[src/sac_defines.svh]
// Register map, field positions, reset values and timing counts of the converter control.
`ifndef SAC_DEFINES_SVH
`define SAC_DEFINES_SVH

// ------------------------------------------------------------
// Register indices (byte address is four times the index)
// ------------------------------------------------------------
`define SAC_IDX_CTL_FIRST    8'h1F
`define SAC_IDX_RES_UPPER    8'h1E
`define SAC_IDX_ANSEL_LOW    8'h91
`define SAC_IDX_ANSEL_HIGH   8'h93
`define SAC_IDX_RES_LOWER    8'h9E
`define SAC_IDX_CTL_SECOND   8'h9F
`define SAC_IDX_FLAGS        8'hA0
`define SAC_IDX_FLAG_MASK    8'hA1
`define SAC_IDX_PIN_DIR      8'hA2
`define SAC_IDX_PIN_OUT      8'hA3
`define SAC_IDX_PIN_READ     8'hA4

// ------------------------------------------------------------
// Field positions
// ------------------------------------------------------------
`define SAC_BIT_ON           0
`define SAC_BIT_GO           1
`define SAC_CHS_LSB          2
`define SAC_CHS_MSB          5
`define SAC_BIT_REF          6
`define SAC_BIT_JUSTIFY      7
`define SAC_CKS_LSB          4
`define SAC_CKS_MSB          6
`define SAC_BIT_DONE_FLAG    6

// ------------------------------------------------------------
// Reset values
// ------------------------------------------------------------
`define SAC_RST_ANSEL_LOW    8'hFF
`define SAC_RST_ANSEL_HIGH   4'hF
`define SAC_RST_PIN_DIR      12'hFFF
`define SAC_RST_BYTE         8'h00

// ------------------------------------------------------------
// Timing
// ------------------------------------------------------------
`define SAC_CONV_TADS        4'd11
`define SAC_ABORT_TADS       4'd2
`define SAC_RESULT_MSB_MASK  10'h200
`define SAC_CLK_PERIOD_NS    100
`define SAC_TAD_MIN_NS       1600
`define SAC_TAD_MIN_CYCLES   ((`SAC_TAD_MIN_NS + `SAC_CLK_PERIOD_NS - 1) / `SAC_CLK_PERIOD_NS)

`endif

[src/sac_pkg.sv]
// Types and shared decode functions of the converter control.
package sac_pkg;

  typedef enum logic [1:0]
  {
    SAC_IDLE = 2'b00,
    SAC_CONV = 2'b01,
    SAC_WAIT = 2'b11
  } sac_state_t;

  // Divider exponent: codes 000,100,001,101,010,110 give 2,4,8,16,32,64.
  function automatic logic [2:0] sac_div_exp(input logic [2:0] sel);
    sac_div_exp = 3'd1 + {2'b00, sel[2]} + {sel[1:0], 1'b0};
  endfunction

  function automatic logic sac_is_rc(input logic [2:0] sel);
    sac_is_rc = (sel[1:0] == 2'b11);
  endfunction

endpackage

[src/sac_top.sv]
// Converter control top: register slave, conversion control, flags and pin control.
// ------------------------------------------------------------
// Summary of operation
// RQ1: Ten-bit result by successive approximation, held.
// RQ2: Fourteen inputs muxed into one sample stage.
// RQ3: Channel field bits 5..2 choose the input.
// RQ4: Bit 6 picks external reference or supply.
// RQ5: One conversion lasts eleven bit periods.
// RQ6: Clock code sets period divider or RC.
// RQ7: Software keeps bit period at least 1.6 us.
// RQ8: Software uses RC clock above 1 MHz only asleep.
// RQ9: Writing go bit starts a conversion.
// RQ10: Completion clears go, sets flag, interrupts.
// RQ11: Clearing go aborts; old result kept.
// RQ12: After abort wait two periods, then acquire.
// RQ13: Software enables converter before setting go.
// RQ14: Justify bit selects left or right result.
// RQ15: Analog select bits disable digital input buffers.
// RQ16: Direction bit one releases the pin driver.
// RQ17: Analog pins read back as zero.
// ------------------------------------------------------------
`timescale 1ns/1ns
`include "sac_defines.svh"
module sac_top
(
  // Clock and reset
  input  wire logic        mclk,
  input  wire logic        sys_rst,
  // Avalon-MM slave
  input  wire logic [7:0]  avs_address,
  input  wire logic        avs_read,
  input  wire logic        avs_write,
  input  wire logic [31:0] avs_writedata,
  output logic [31:0]      avs_readdata,
  output logic             avs_waitrequest,
  // Interrupt
  output logic             irq,
  // Analog core
  input  wire logic        cmpHigh,
  input  wire logic        frcTick,
  output logic             converterOn,
  output logic [3:0]       channelSelect,
  output logic             referenceSourceSelect,
  output logic             acquire,
  output logic [9:0]       dacCode,
  // Pins
  input  wire logic [11:0] pinIn,
  output logic [11:0]      pinOut,
  output logic [11:0]      pinOeN,
  output logic [11:0]      digitalInDisable
);
  import sac_pkg::*;

  // ------------------------------------------------------------
  // Bus slave
  // ------------------------------------------------------------
  logic        wait_q;
  logic [31:0] rdata_q;
  logic [31:0] rdMux;
  logic        wrAck;
  logic        rdAck;

  logic [7:0]  ctlFirst_q;
  logic [2:0]  clockSel_q;
  logic [7:0] anselLow_q;
  logic [3:0]  anselHigh_q;
  logic [7:0]  resUpper_q;
  logic [7:0]  resLower_q;
  logic [7:0]  flags_q;
  logic [7:0]  flagMask_q;
  logic [11:0] pinDir_q;
  logic [11:0] pinOut_q;
  logic        irq_q;
  logic        acquire_q;
  logic [11:0] anselAll;

  sac_state_t  coreState;
  logic        coreDone;
  logic [9:0]  coreTrial;
  logic [9:0]  coreResult;
  logic        tadTick;
  logic        start;
  logic        keepGoing;
  logic        busy;
  logic        abortNow;
  logic        tadRun;

  assign wrAck    = avs_write && !wait_q;
  assign rdAck    = avs_read && !wait_q;
  assign anselAll = {anselHigh_q, anselLow_q};

  assign avs_waitrequest       = wait_q;
  assign avs_readdata          = rdata_q;
  assign irq                   = irq_q;
  assign converterOn           = ctlFirst_q[`SAC_BIT_ON];
  assign channelSelect         = ctlFirst_q[`SAC_CHS_MSB:`SAC_CHS_LSB]; // RQ3
  assign referenceSourceSelect = ctlFirst_q[`SAC_BIT_REF]; // RQ4
  assign acquire               = acquire_q;
  assign dacCode               = coreTrial;
  assign pinOut                = pinOut_q;
  assign pinOeN                = pinDir_q; // RQ16
  assign digitalInDisable      = anselAll; // RQ15

  // Read data are captured in the wait cycle, so every access takes two edges.
  always_ff @(posedge mclk or posedge sys_rst)
  begin
    if (sys_rst)
      wait_q <= 1'b1;
    else
      wait_q <= !((avs_read || avs_write) && wait_q);
  end

  always_comb
  begin
    rdMux = 32'h0000_0000;
    case (avs_address)
      `SAC_IDX_CTL_FIRST:  rdMux[7:0]  = ctlFirst_q;
      `SAC_IDX_CTL_SECOND: rdMux[`SAC_CKS_MSB:`SAC_CKS_LSB] = clockSel_q;
      `SAC_IDX_ANSEL_LOW:  rdMux[7:0]  = anselLow_q;
      `SAC_IDX_ANSEL_HIGH: rdMux[3:0]  = anselHigh_q;
      `SAC_IDX_RES_UPPER:  rdMux[7:0]  = resUpper_q;
      `SAC_IDX_RES_LOWER:  rdMux[7:0]  = resLower_q;
      `SAC_IDX_FLAGS:      rdMux[7:0]  = flags_q;
      `SAC_IDX_FLAG_MASK:  rdMux[7:0]  = flagMask_q;
      `SAC_IDX_PIN_DIR:    rdMux[11:0] = pinDir_q;
      `SAC_IDX_PIN_OUT:    rdMux[11:0] = pinOut_q;
      `SAC_IDX_PIN_READ:   rdMux[11:0] = pinIn & ~anselAll; // RQ17
      default:             rdMux = 32'h0000_0000;
    endcase
  end

  always_ff @(posedge mclk or posedge sys_rst)
  begin
    if (sys_rst)
      rdata_q <= 32'h0000_0000;
    else if (avs_read && wait_q)
      rdata_q <= rdMux;
  end

  // ------------------------------------------------------------
  // Control registers
  // ------------------------------------------------------------
  // A software write in the completion cycle wins, so a new go is never dropped.
  always_ff @(posedge mclk or posedge sys_rst)
  begin
    if (sys_rst)
      ctlFirst_q <= `SAC_RST_BYTE;
    else if (wrAck && avs_address == `SAC_IDX_CTL_FIRST)
      ctlFirst_q <= avs_writedata[7:0]; // RQ9
    else if (coreDone)
      ctlFirst_q[`SAC_BIT_GO] <= 1'b0; // RQ10
  end

  always_ff @(posedge mclk or posedge sys_rst)
  begin
    if (sys_rst)
      clockSel_q <= 3'b000;
    else if (wrAck && avs_address == `SAC_IDX_CTL_SECOND)
      clockSel_q <= avs_writedata[`SAC_CKS_MSB:`SAC_CKS_LSB];
  end

  always_ff @(posedge mclk or posedge sys_rst)
  begin
    if (sys_rst)
    begin
      anselLow_q  <= `SAC_RST_ANSEL_LOW;
      anselHigh_q <= `SAC_RST_ANSEL_HIGH;
      pinDir_q    <= `SAC_RST_PIN_DIR;
      pinOut_q    <= 12'h000;
      flagMask_q  <= `SAC_RST_BYTE;
    end
    else if (wrAck)
    begin
      case (avs_address)
        `SAC_IDX_ANSEL_LOW:  anselLow_q  <= avs_writedata[7:0]; // RQ15
        `SAC_IDX_ANSEL_HIGH: anselHigh_q <= avs_writedata[3:0]; // RQ15
        `SAC_IDX_PIN_DIR:    pinDir_q    <= avs_writedata[11:0]; // RQ16
        `SAC_IDX_PIN_OUT:    pinOut_q    <= avs_writedata[11:0];
        `SAC_IDX_FLAG_MASK:  flagMask_q  <= avs_writedata[7:0];
        default:             ;
      endcase
    end
  end

  // ------------------------------------------------------------
  // Conversion control
  // ------------------------------------------------------------
  assign busy      = (coreState != SAC_IDLE);
  assign keepGoing = ctlFirst_q[`SAC_BIT_GO] && ctlFirst_q[`SAC_BIT_ON]; // RQ11
  assign start     = keepGoing && !busy && !coreDone; // RQ9
  // Restarting the divider on an abort makes both wait periods whole bit periods.
  assign abortNow  = (coreState == SAC_CONV) && !keepGoing;
  assign tadRun    = busy && !abortNow; // RQ12

  sac_tad_gen u_tad
  (
    .mclk    (mclk),
    .sys_rst (sys_rst),
    .clkSel  (clockSel_q),
    .run     (tadRun),
    .frcTick (frcTick),
    .tadTick (tadTick)
  );

  sac_sar_core u_core
  (
    .mclk      (mclk),
    .sys_rst   (sys_rst),
    .start     (start),
    .keepGoing (keepGoing),
    .tadTick   (tadTick),
    .cmpHigh   (cmpHigh),
    .state     (coreState),
    .done      (coreDone),
    .trial     (coreTrial),
    .result    (coreResult)
  );

  // The sample stage tracks the selected channel while the converter is on and no conversion or wait runs.
  always_ff @(posedge mclk or posedge sys_rst)
  begin
    if (sys_rst)
      acquire_q <= 1'b0;
    else
      acquire_q <= ctlFirst_q[`SAC_BIT_ON] && !busy && !start; // RQ2 RQ12
  end

  // Only a completed conversion touches the result pair; an abort never does.
  always_ff @(posedge mclk or posedge sys_rst)
  begin
    if (sys_rst)
    begin
      resUpper_q <= `SAC_RST_BYTE;
      resLower_q <= `SAC_RST_BYTE;
    end
    else if (coreDone)
    begin
      if (ctlFirst_q[`SAC_BIT_JUSTIFY])
      begin
        resUpper_q <= {6'b00_0000, coreResult[9:8]}; // RQ14
        resLower_q <= coreResult[7:0];
      end
      else
      begin
        resUpper_q <= coreResult[9:2]; // RQ14
        resLower_q <= {coreResult[1:0], 6'b00_0000};
      end
    end
  end

  // ------------------------------------------------------------
  // Flags and interrupt
  // ------------------------------------------------------------
  always_ff @(posedge mclk or posedge sys_rst)
  begin
    if (sys_rst)
      flags_q <= `SAC_RST_BYTE;
    else
    begin
      if (wrAck && avs_address == `SAC_IDX_FLAGS)
        flags_q <= flags_q & ~avs_writedata[7:0];
      if (coreDone)
        flags_q[`SAC_BIT_DONE_FLAG] <= 1'b1; // RQ10
    end
  end

  always_ff @(posedge mclk or posedge sys_rst)
  begin
    if (sys_rst)
      irq_q <= 1'b0;
    else
      irq_q <= |(flags_q & flagMask_q); // RQ10
  end

  // ------------------------------------------------------------
  // Checks
  // ------------------------------------------------------------
  logic [9:0] busyCycles_q;
  logic [7:0] waitCycles_q;

  always_ff @(posedge mclk or posedge sys_rst)
  begin
    if (sys_rst)
      busyCycles_q <= 10'd0;
    else if (busy)
      busyCycles_q <= busyCycles_q + 10'd1;
    else
      busyCycles_q <= 10'd0;
  end

  always_ff @(posedge mclk or posedge sys_rst)
  begin
    if (sys_rst)
      waitCycles_q <= 8'd0;
    else if (coreState == SAC_WAIT)
      waitCycles_q <= waitCycles_q + 8'd1;
    else
      waitCycles_q <= 8'd0;
  end
endmodule

[src/sac_tad_gen.sv]
// Conversion bit period tick generator.
`timescale 1ns/1ns
module sac_tad_gen
  import sac_pkg::*;
(
  // Clock and reset
  input  wire logic       mclk,
  input  wire logic       sys_rst,
  // Control
  input  wire logic [2:0] clkSel,
  input  wire logic       run,
  input  wire logic       frcTick,
  // Tick
  output logic            tadTick
);
  logic [5:0] cnt_q;
  logic [6:0] limit;
  logic       term;
  logic       tick_q;

  assign limit = 7'(7'd1 << sac_div_exp(clkSel)) - 7'd1;
  assign term  = (cnt_q == limit[5:0]);
  assign tadTick = tick_q;

  // The divider restarts with every conversion so that each bit period is whole.
  always_ff @(posedge mclk or posedge sys_rst)
  begin
    if (sys_rst)
      cnt_q <= 6'h00;
    else if (!run || term)
      cnt_q <= 6'h00;
    else
      cnt_q <= cnt_q + 6'd1;
  end

  always_ff @(posedge mclk or posedge sys_rst)
  begin
    if (sys_rst)
      tick_q <= 1'b0;
    else
      tick_q <= run && (sac_is_rc(clkSel) ? frcTick : term); // RQ6
  end
endmodule

[src/sac_sar_core.sv]
// Successive approximation sequencer with abort and post-abort wait.
`timescale 1ns/1ns
module sac_sar_core
  import sac_pkg::*;
(
  // Clock and reset
  input  wire logic       mclk,
  input  wire logic       sys_rst,
  // Control
  input  wire logic       start,
  input  wire logic       keepGoing,
  input  wire logic       tadTick,
  input  wire logic       cmpHigh,
  // Status and data
  output sac_state_t      state,
  output logic            done,
  output logic [9:0]      trial,
  output logic [9:0]      result
);
  sac_state_t state_q;
  logic [3:0] tadCnt_q;
  logic [9:0] mask_q;
  logic [9:0] trial_q;
  logic [9:0] result_q;
  logic       done_q;
  logic [9:0] kept;

  assign state  = state_q;
  assign done   = done_q;
  assign trial  = trial_q;
  assign result = result_q;
  assign kept   = cmpHigh ? trial_q : (trial_q & ~mask_q);

  always_ff @(posedge mclk or posedge sys_rst)
  begin
    if (sys_rst)
    begin
      state_q  <= SAC_IDLE;
      tadCnt_q <= 4'd0;
    end
    else
    begin
      case (state_q)
        SAC_IDLE:
          if (start)
          begin
            state_q  <= SAC_CONV;
            tadCnt_q <= 4'd0;
          end
        SAC_CONV:
          if (!keepGoing)
          begin
            state_q  <= SAC_WAIT; // RQ11
            tadCnt_q <= 4'd0;
          end
          else if (tadTick)
          begin
            tadCnt_q <= tadCnt_q + 4'd1;
            if (tadCnt_q == `SAC_CONV_TADS - 4'd1)
              state_q <= SAC_IDLE; // RQ5
          end
        SAC_WAIT:
          if (tadTick)
          begin
            tadCnt_q <= tadCnt_q + 4'd1;
            if (tadCnt_q == `SAC_ABORT_TADS - 4'd1)
              state_q <= SAC_IDLE; // RQ12
          end
        default:
          state_q <= SAC_IDLE;
      endcase
    end
  end

  // First period samples; the next ten resolve one bit each, most significant first.
  always_ff @(posedge mclk or posedge sys_rst)
  begin
    if (sys_rst)
    begin
      mask_q  <= 10'h000;
      trial_q <= 10'h000;
    end
    else if (state_q == SAC_IDLE && start)
    begin
      mask_q  <= `SAC_RESULT_MSB_MASK;
      trial_q <= 10'h000;
    end
    else if (state_q == SAC_CONV && keepGoing && tadTick)
    begin
      if (tadCnt_q == 4'd0)
        trial_q <= `SAC_RESULT_MSB_MASK;
      else
      begin
        trial_q <= kept | (mask_q >> 1); // RQ1
        mask_q  <= mask_q >> 1;
      end
    end
  end

  always_ff @(posedge mclk or posedge sys_rst)
  begin
    if (sys_rst)
    begin
      done_q   <= 1'b0;
      result_q <= 10'h000;
    end
    else
    begin
      done_q <= 1'b0;
      if (state_q == SAC_CONV && keepGoing && tadTick && tadCnt_q == `SAC_CONV_TADS - 4'd1)
      begin
        done_q   <= 1'b1;
        result_q <= kept; // RQ1
      end
    end
  end
endmodule

[config.mk]
export PLATFORM = sky130hd
export DESIGN_NAME = sac_top
export DESIGN_NICKNAME = d
export VERILOG_FILES = /design/src/sac_pkg.sv /design/src/sac_top.sv /design/src/sac_tad_gen.sv /design/src/sac_sar_core.sv
export VERILOG_INCLUDE_DIRS = /design/src
export SDC_FILE = /design/constraint.sdc
export NUM_CORES = 1
export LEC_CHECK = 0
export CAP_MARGIN = 5
export CORE_UTILIZATION = 64
export DETAILED_ROUTE_END_ITERATION = 6
export DONT_BUFFER_PORTS = 1
export GPL_TIMING_DRIVEN = 0
export HOLD_SLACK_MARGIN = 0.02
export PLACE_DENSITY_LB_ADDON = 0.08
export SETUP_SLACK_MARGIN = 0.2
export SYNTH_ARGS = -nofsm -noshare
export SYNTH_HDL_FRONTEND = slang
export SYNTH_SLANG_ARGS = --single-unit
[constraint.sdc]
create_clock -name mclk -period 5.68 [get_ports mclk]
set_input_delay 0.852 -clock mclk [delete_from_list [all_inputs] [get_ports mclk]]
set_output_delay 0.852 -clock mclk [all_outputs]
set_load 0.1 [all_outputs]
==> key figures <==
CTS
  – Cts bufs inserted: 17
  – Post-CTS sizing: 0
  – Clk sinks: 138
  – Root buffer cell: clkbuf_8
  – CTS clk-pin slew, worst paths: 0.06 ns
  – CTS tree: yes
  – # hold bufs at CTS: 0
  – H-tree depth: 4
  – Setup Buffers After CTS: 0
  – CTS max path bufs: 2
  – Clk_lat worst skew: 0.53 ns

Floorplan
  – IO Pins: 145
  – Initial cell density of the core: 66.5%
  – Die span in y: 106 um
  – Die outline width: 106 um
  – Die area: 11200 um2
  – FP Rows: 37
  – Core area: 10400 um2

Logic synthesis
  – Synthesized-area fraction occupied by adder cells: 1.08%
  – Mux contribution to synthesized area: 12.7%
  – Synth Register Bits: 138
  – Share of the synthesized area in the top cell type: 40.8%
  – Synth cell types: 75
  – Post-Syn Area per Cell: 11.2 um2
  – Ys Warns: 0
  – Largest family of logic cells by synthesized area: compound AO/OA/AOI/OAI gates
  – Synthesized area: 6930 um2
  – Primary FF master, synth: dfrtp_1
  – Compound-Gate Fraction of Synth Area: 14.2%
  – Synthesized instance count: 616
  – Post-synth EDFFs: 0
  – Post-Synth XOR/XNOR Area: 1.39%
  – Top cell type by total area after synthesis: dfrtp_1
  – Top cells by area, synth: dfrtp_1 41%, dfstp_2 9.5%, mux2_2 7.3%, buf_4 3.1%, a22o_1 2.8%
  – Ys async rst share: 100%
  – Simple-gate share of the synthesized area: 13.6%
  – Register area share after synthesis: 50.3%

Timing
  – Final setup fails: 0
  – Final Critical Period: 2.65 ns
  – Final TNS setup: 0 ns
  – Unrepaired setup endpoints after global routing: no
  – Post-route clock period utilization: 46.6%
  – Setup Skew: 0.00565 ns
  – Achievable clock frequency: 0.378 GHz
  – Max_slew headroom: 29.2%
  – Slew of the pin with the lowest slew margin: 1.06 ns
  – Slew Limit Fails: 0
  – Hold Vio Cnt, Final: 0

Hold path
  – HP Class: input pin to async pin

Worst setup path
  – Arrival time of the worst setup path: 3.06 ns
  – Startpoint Class: register
  – Critical Path RT: 6.09 ns
  – Critical path class: register to register
  – CP Capture Type: register
  – CP max FO: 9

Routing
  – Post-route DRC violation count: 0
  – DRT Pass-1 Iters: 5
  – Vias: 5131
  – Drt initial violations: 407
  – Antenna Nets Post-Route: 0
  – Routed wire length: 17.1 mm
  – Vias per inst: 6.37
  – Drt wl/cell: 21.2 um

GRT
  – First-pass GRT wire length: 26.9 mm
  – Initial antenna violation count: 1
  – Largest net degree at the start of global routing: 74
  – Tot GR Track Use: 31.8%
  – Total gr overflow: 0
  – Vias in the first global route: 5154

Layout
  – # fillers: 711
  – Nets: 719
  – Final Util: 75.1%
  – Fin area: 7830 um2
  – Area Growth Syn to Fin: 13.0%
  – Share of cells above drive strength 1: 25.0%
  – Number of cells in the finished layout apart from fillers: 805

Place
  – Detail Placement HPWL: 12.0 mm
  – Final Wtd Congestion: 0.901
  – PortBufs: 0
  – Placed Area: 7200 um2
  – Inst Count DP: 772

Power and ir drop
  – Max IR drop VDD: 0.245 mV
  – Pwr dens: 325 nW/um2
  – LEAKAGE: 3.55 nW

Job
  – Max cap viols: 0

Run status
  – Status: finished clean
## routing by layer
metal | track usage [%] | up-vias | part of all wire (%)
li1 | - | 2273 | -
met1 | 41.5 | 2565 | 42
met2 | 49.7 | 247 | 48
met3 | 8.77 | 46 | 8.0
met4 | 15.0 | 0 | 2.7
met5 | 0 | - | 0
## synthesized netlist by cell type, drive strengths merged (5+ instances only)
| library cell | n |
|---|---|
| dfrtp | 113 |
| mux2 | 55 |
| nand2 | 51 |
| buf | 42 |
| o21ai | 39 |
| inv | 29 |
| dfstp | 25 |
| a22o | 22 |
| nor2 | 22 |
| clkbuf | 15 |
| nor2b | 14 |
| mux2i | 10 |
| nand3 | 10 |
| nor3 | 10 |
| nor3b | 10 |
| a21oi | 9 |
| a22oi | 9 |
| o2bb2ai | 9 |
| o31ai | 9 |
| a21boi | 8 |
| mux4 | 7 |
| nand2b | 7 |
| and3 | 6 |
| ha | 6 |
| xor2 | 6 |
| and2 | 5 |
| xnor2 | 5 |
## worst paths after layout
check | slack, ns | cells past startpoint | end | start
setup / recovery | 3.03 | 6 | u_core.trial[2] | ctlFirst_q[0]
hold / removal | 0.25 | 1 | flags_q[0] | sys_rst
setup reg to reg | 3.03 | 6 | u_core.trial[2] | ctlFirst_q[0]
hold reg to reg | 0.50 | 1 | u_core.mask_q[0] | u_core.mask_q[0]
max in group asynchronous | 4.62 | 2 | anselLow_q[4] | sys_rst
min in group mclk | 0.38 | 1 | avs_waitrequest | avs_read
## sequential cells by signal (all words and copies together), names as in the netlist, 10 cells and up
signal,count
avs_readdata,12
pinOeN,12
pinOut,12
u_core.mask_q,10
u_core.result,10
u_core.trial,10
## through the flow
| step | hold WS (ns) | power, mW | setup WS, ns |
|---|---|---|---|
| global route | 0.294 | 2.62 | 2.94 |
| CTS | 0.271 | 2.55 | 3.03 |
| global placement | 0.481 | 1.40 | -0.0150 |
| detailed placement | 0.480 | 1.41 | 3.04 |
| finish | 0.254 | 2.55 | 3.03 |
| floorplan | 0.458 | 1.36 | 1.17 |
## cell type report
cell class                 count  area (um2)  share of cell area (%)
antenna                        1        2.50                  0.0320
buffer                        57         352                    4.49
clock buffer                  22         483                    6.17
clock inverter                10         139                    1.77
inverter                      29         114                    1.45
multi-input combinational    411        3060                    39.0
sequential                   138        3480                    44.5
tap                          136         170                    2.17
timing repair buffer           1        27.5                   0.352
## layout by cell type (no fill, tap or decap), types with 7 or more instances in the layout
cell type and count:
nand2b_1 7, inv_1 28, o2bb2ai_1 9, nand3_1 9
clkbuf_1 15, a22o_1 22, buf_4 29, a22oi_1 9
mux2_2 45, nor2_1 20, dfstp_2 25, nor3_1 10
o21ai_1 11, nand2_1 50, nor3b_1 8, nor2b_1 14
mux4_2 7, a21boi_0 8, o31ai_1 9, o21ai_0 28
a21oi_1 9, mux2_1 10, buf_2 11, mux2i_1 10
conb_1 20, dfrtp_1 113, clkbuf_16 16
## kinds of logic after synthesis
kind of cell | after synthesis
simple gates | 163
compound gates | 139
flops | 138
buf+inv | 86
mux | 72
xor+xnor | 11
fa+ha+maj | 6
other cells | 1
## where the power goes
part	leakage, nW	switching (mW)	internal (mW)
logic	1.47	0.187	0.0942
registers	1.77	0.0995	1.02
clock network	0.307	0.416	0.727
total	3.55	0.703	1.84
## worst max-delay path, stage by stage (launching register included)
cell	delay (ns)
dfrtp_1	1.04
or3b_4	0.49
nor3b_4	0.38
or2_1	0.16
buf_4	0.15
o21ai_1	0.08
a22o_1	0.21
Note: power is estimated with default switching activity, not from simulation.
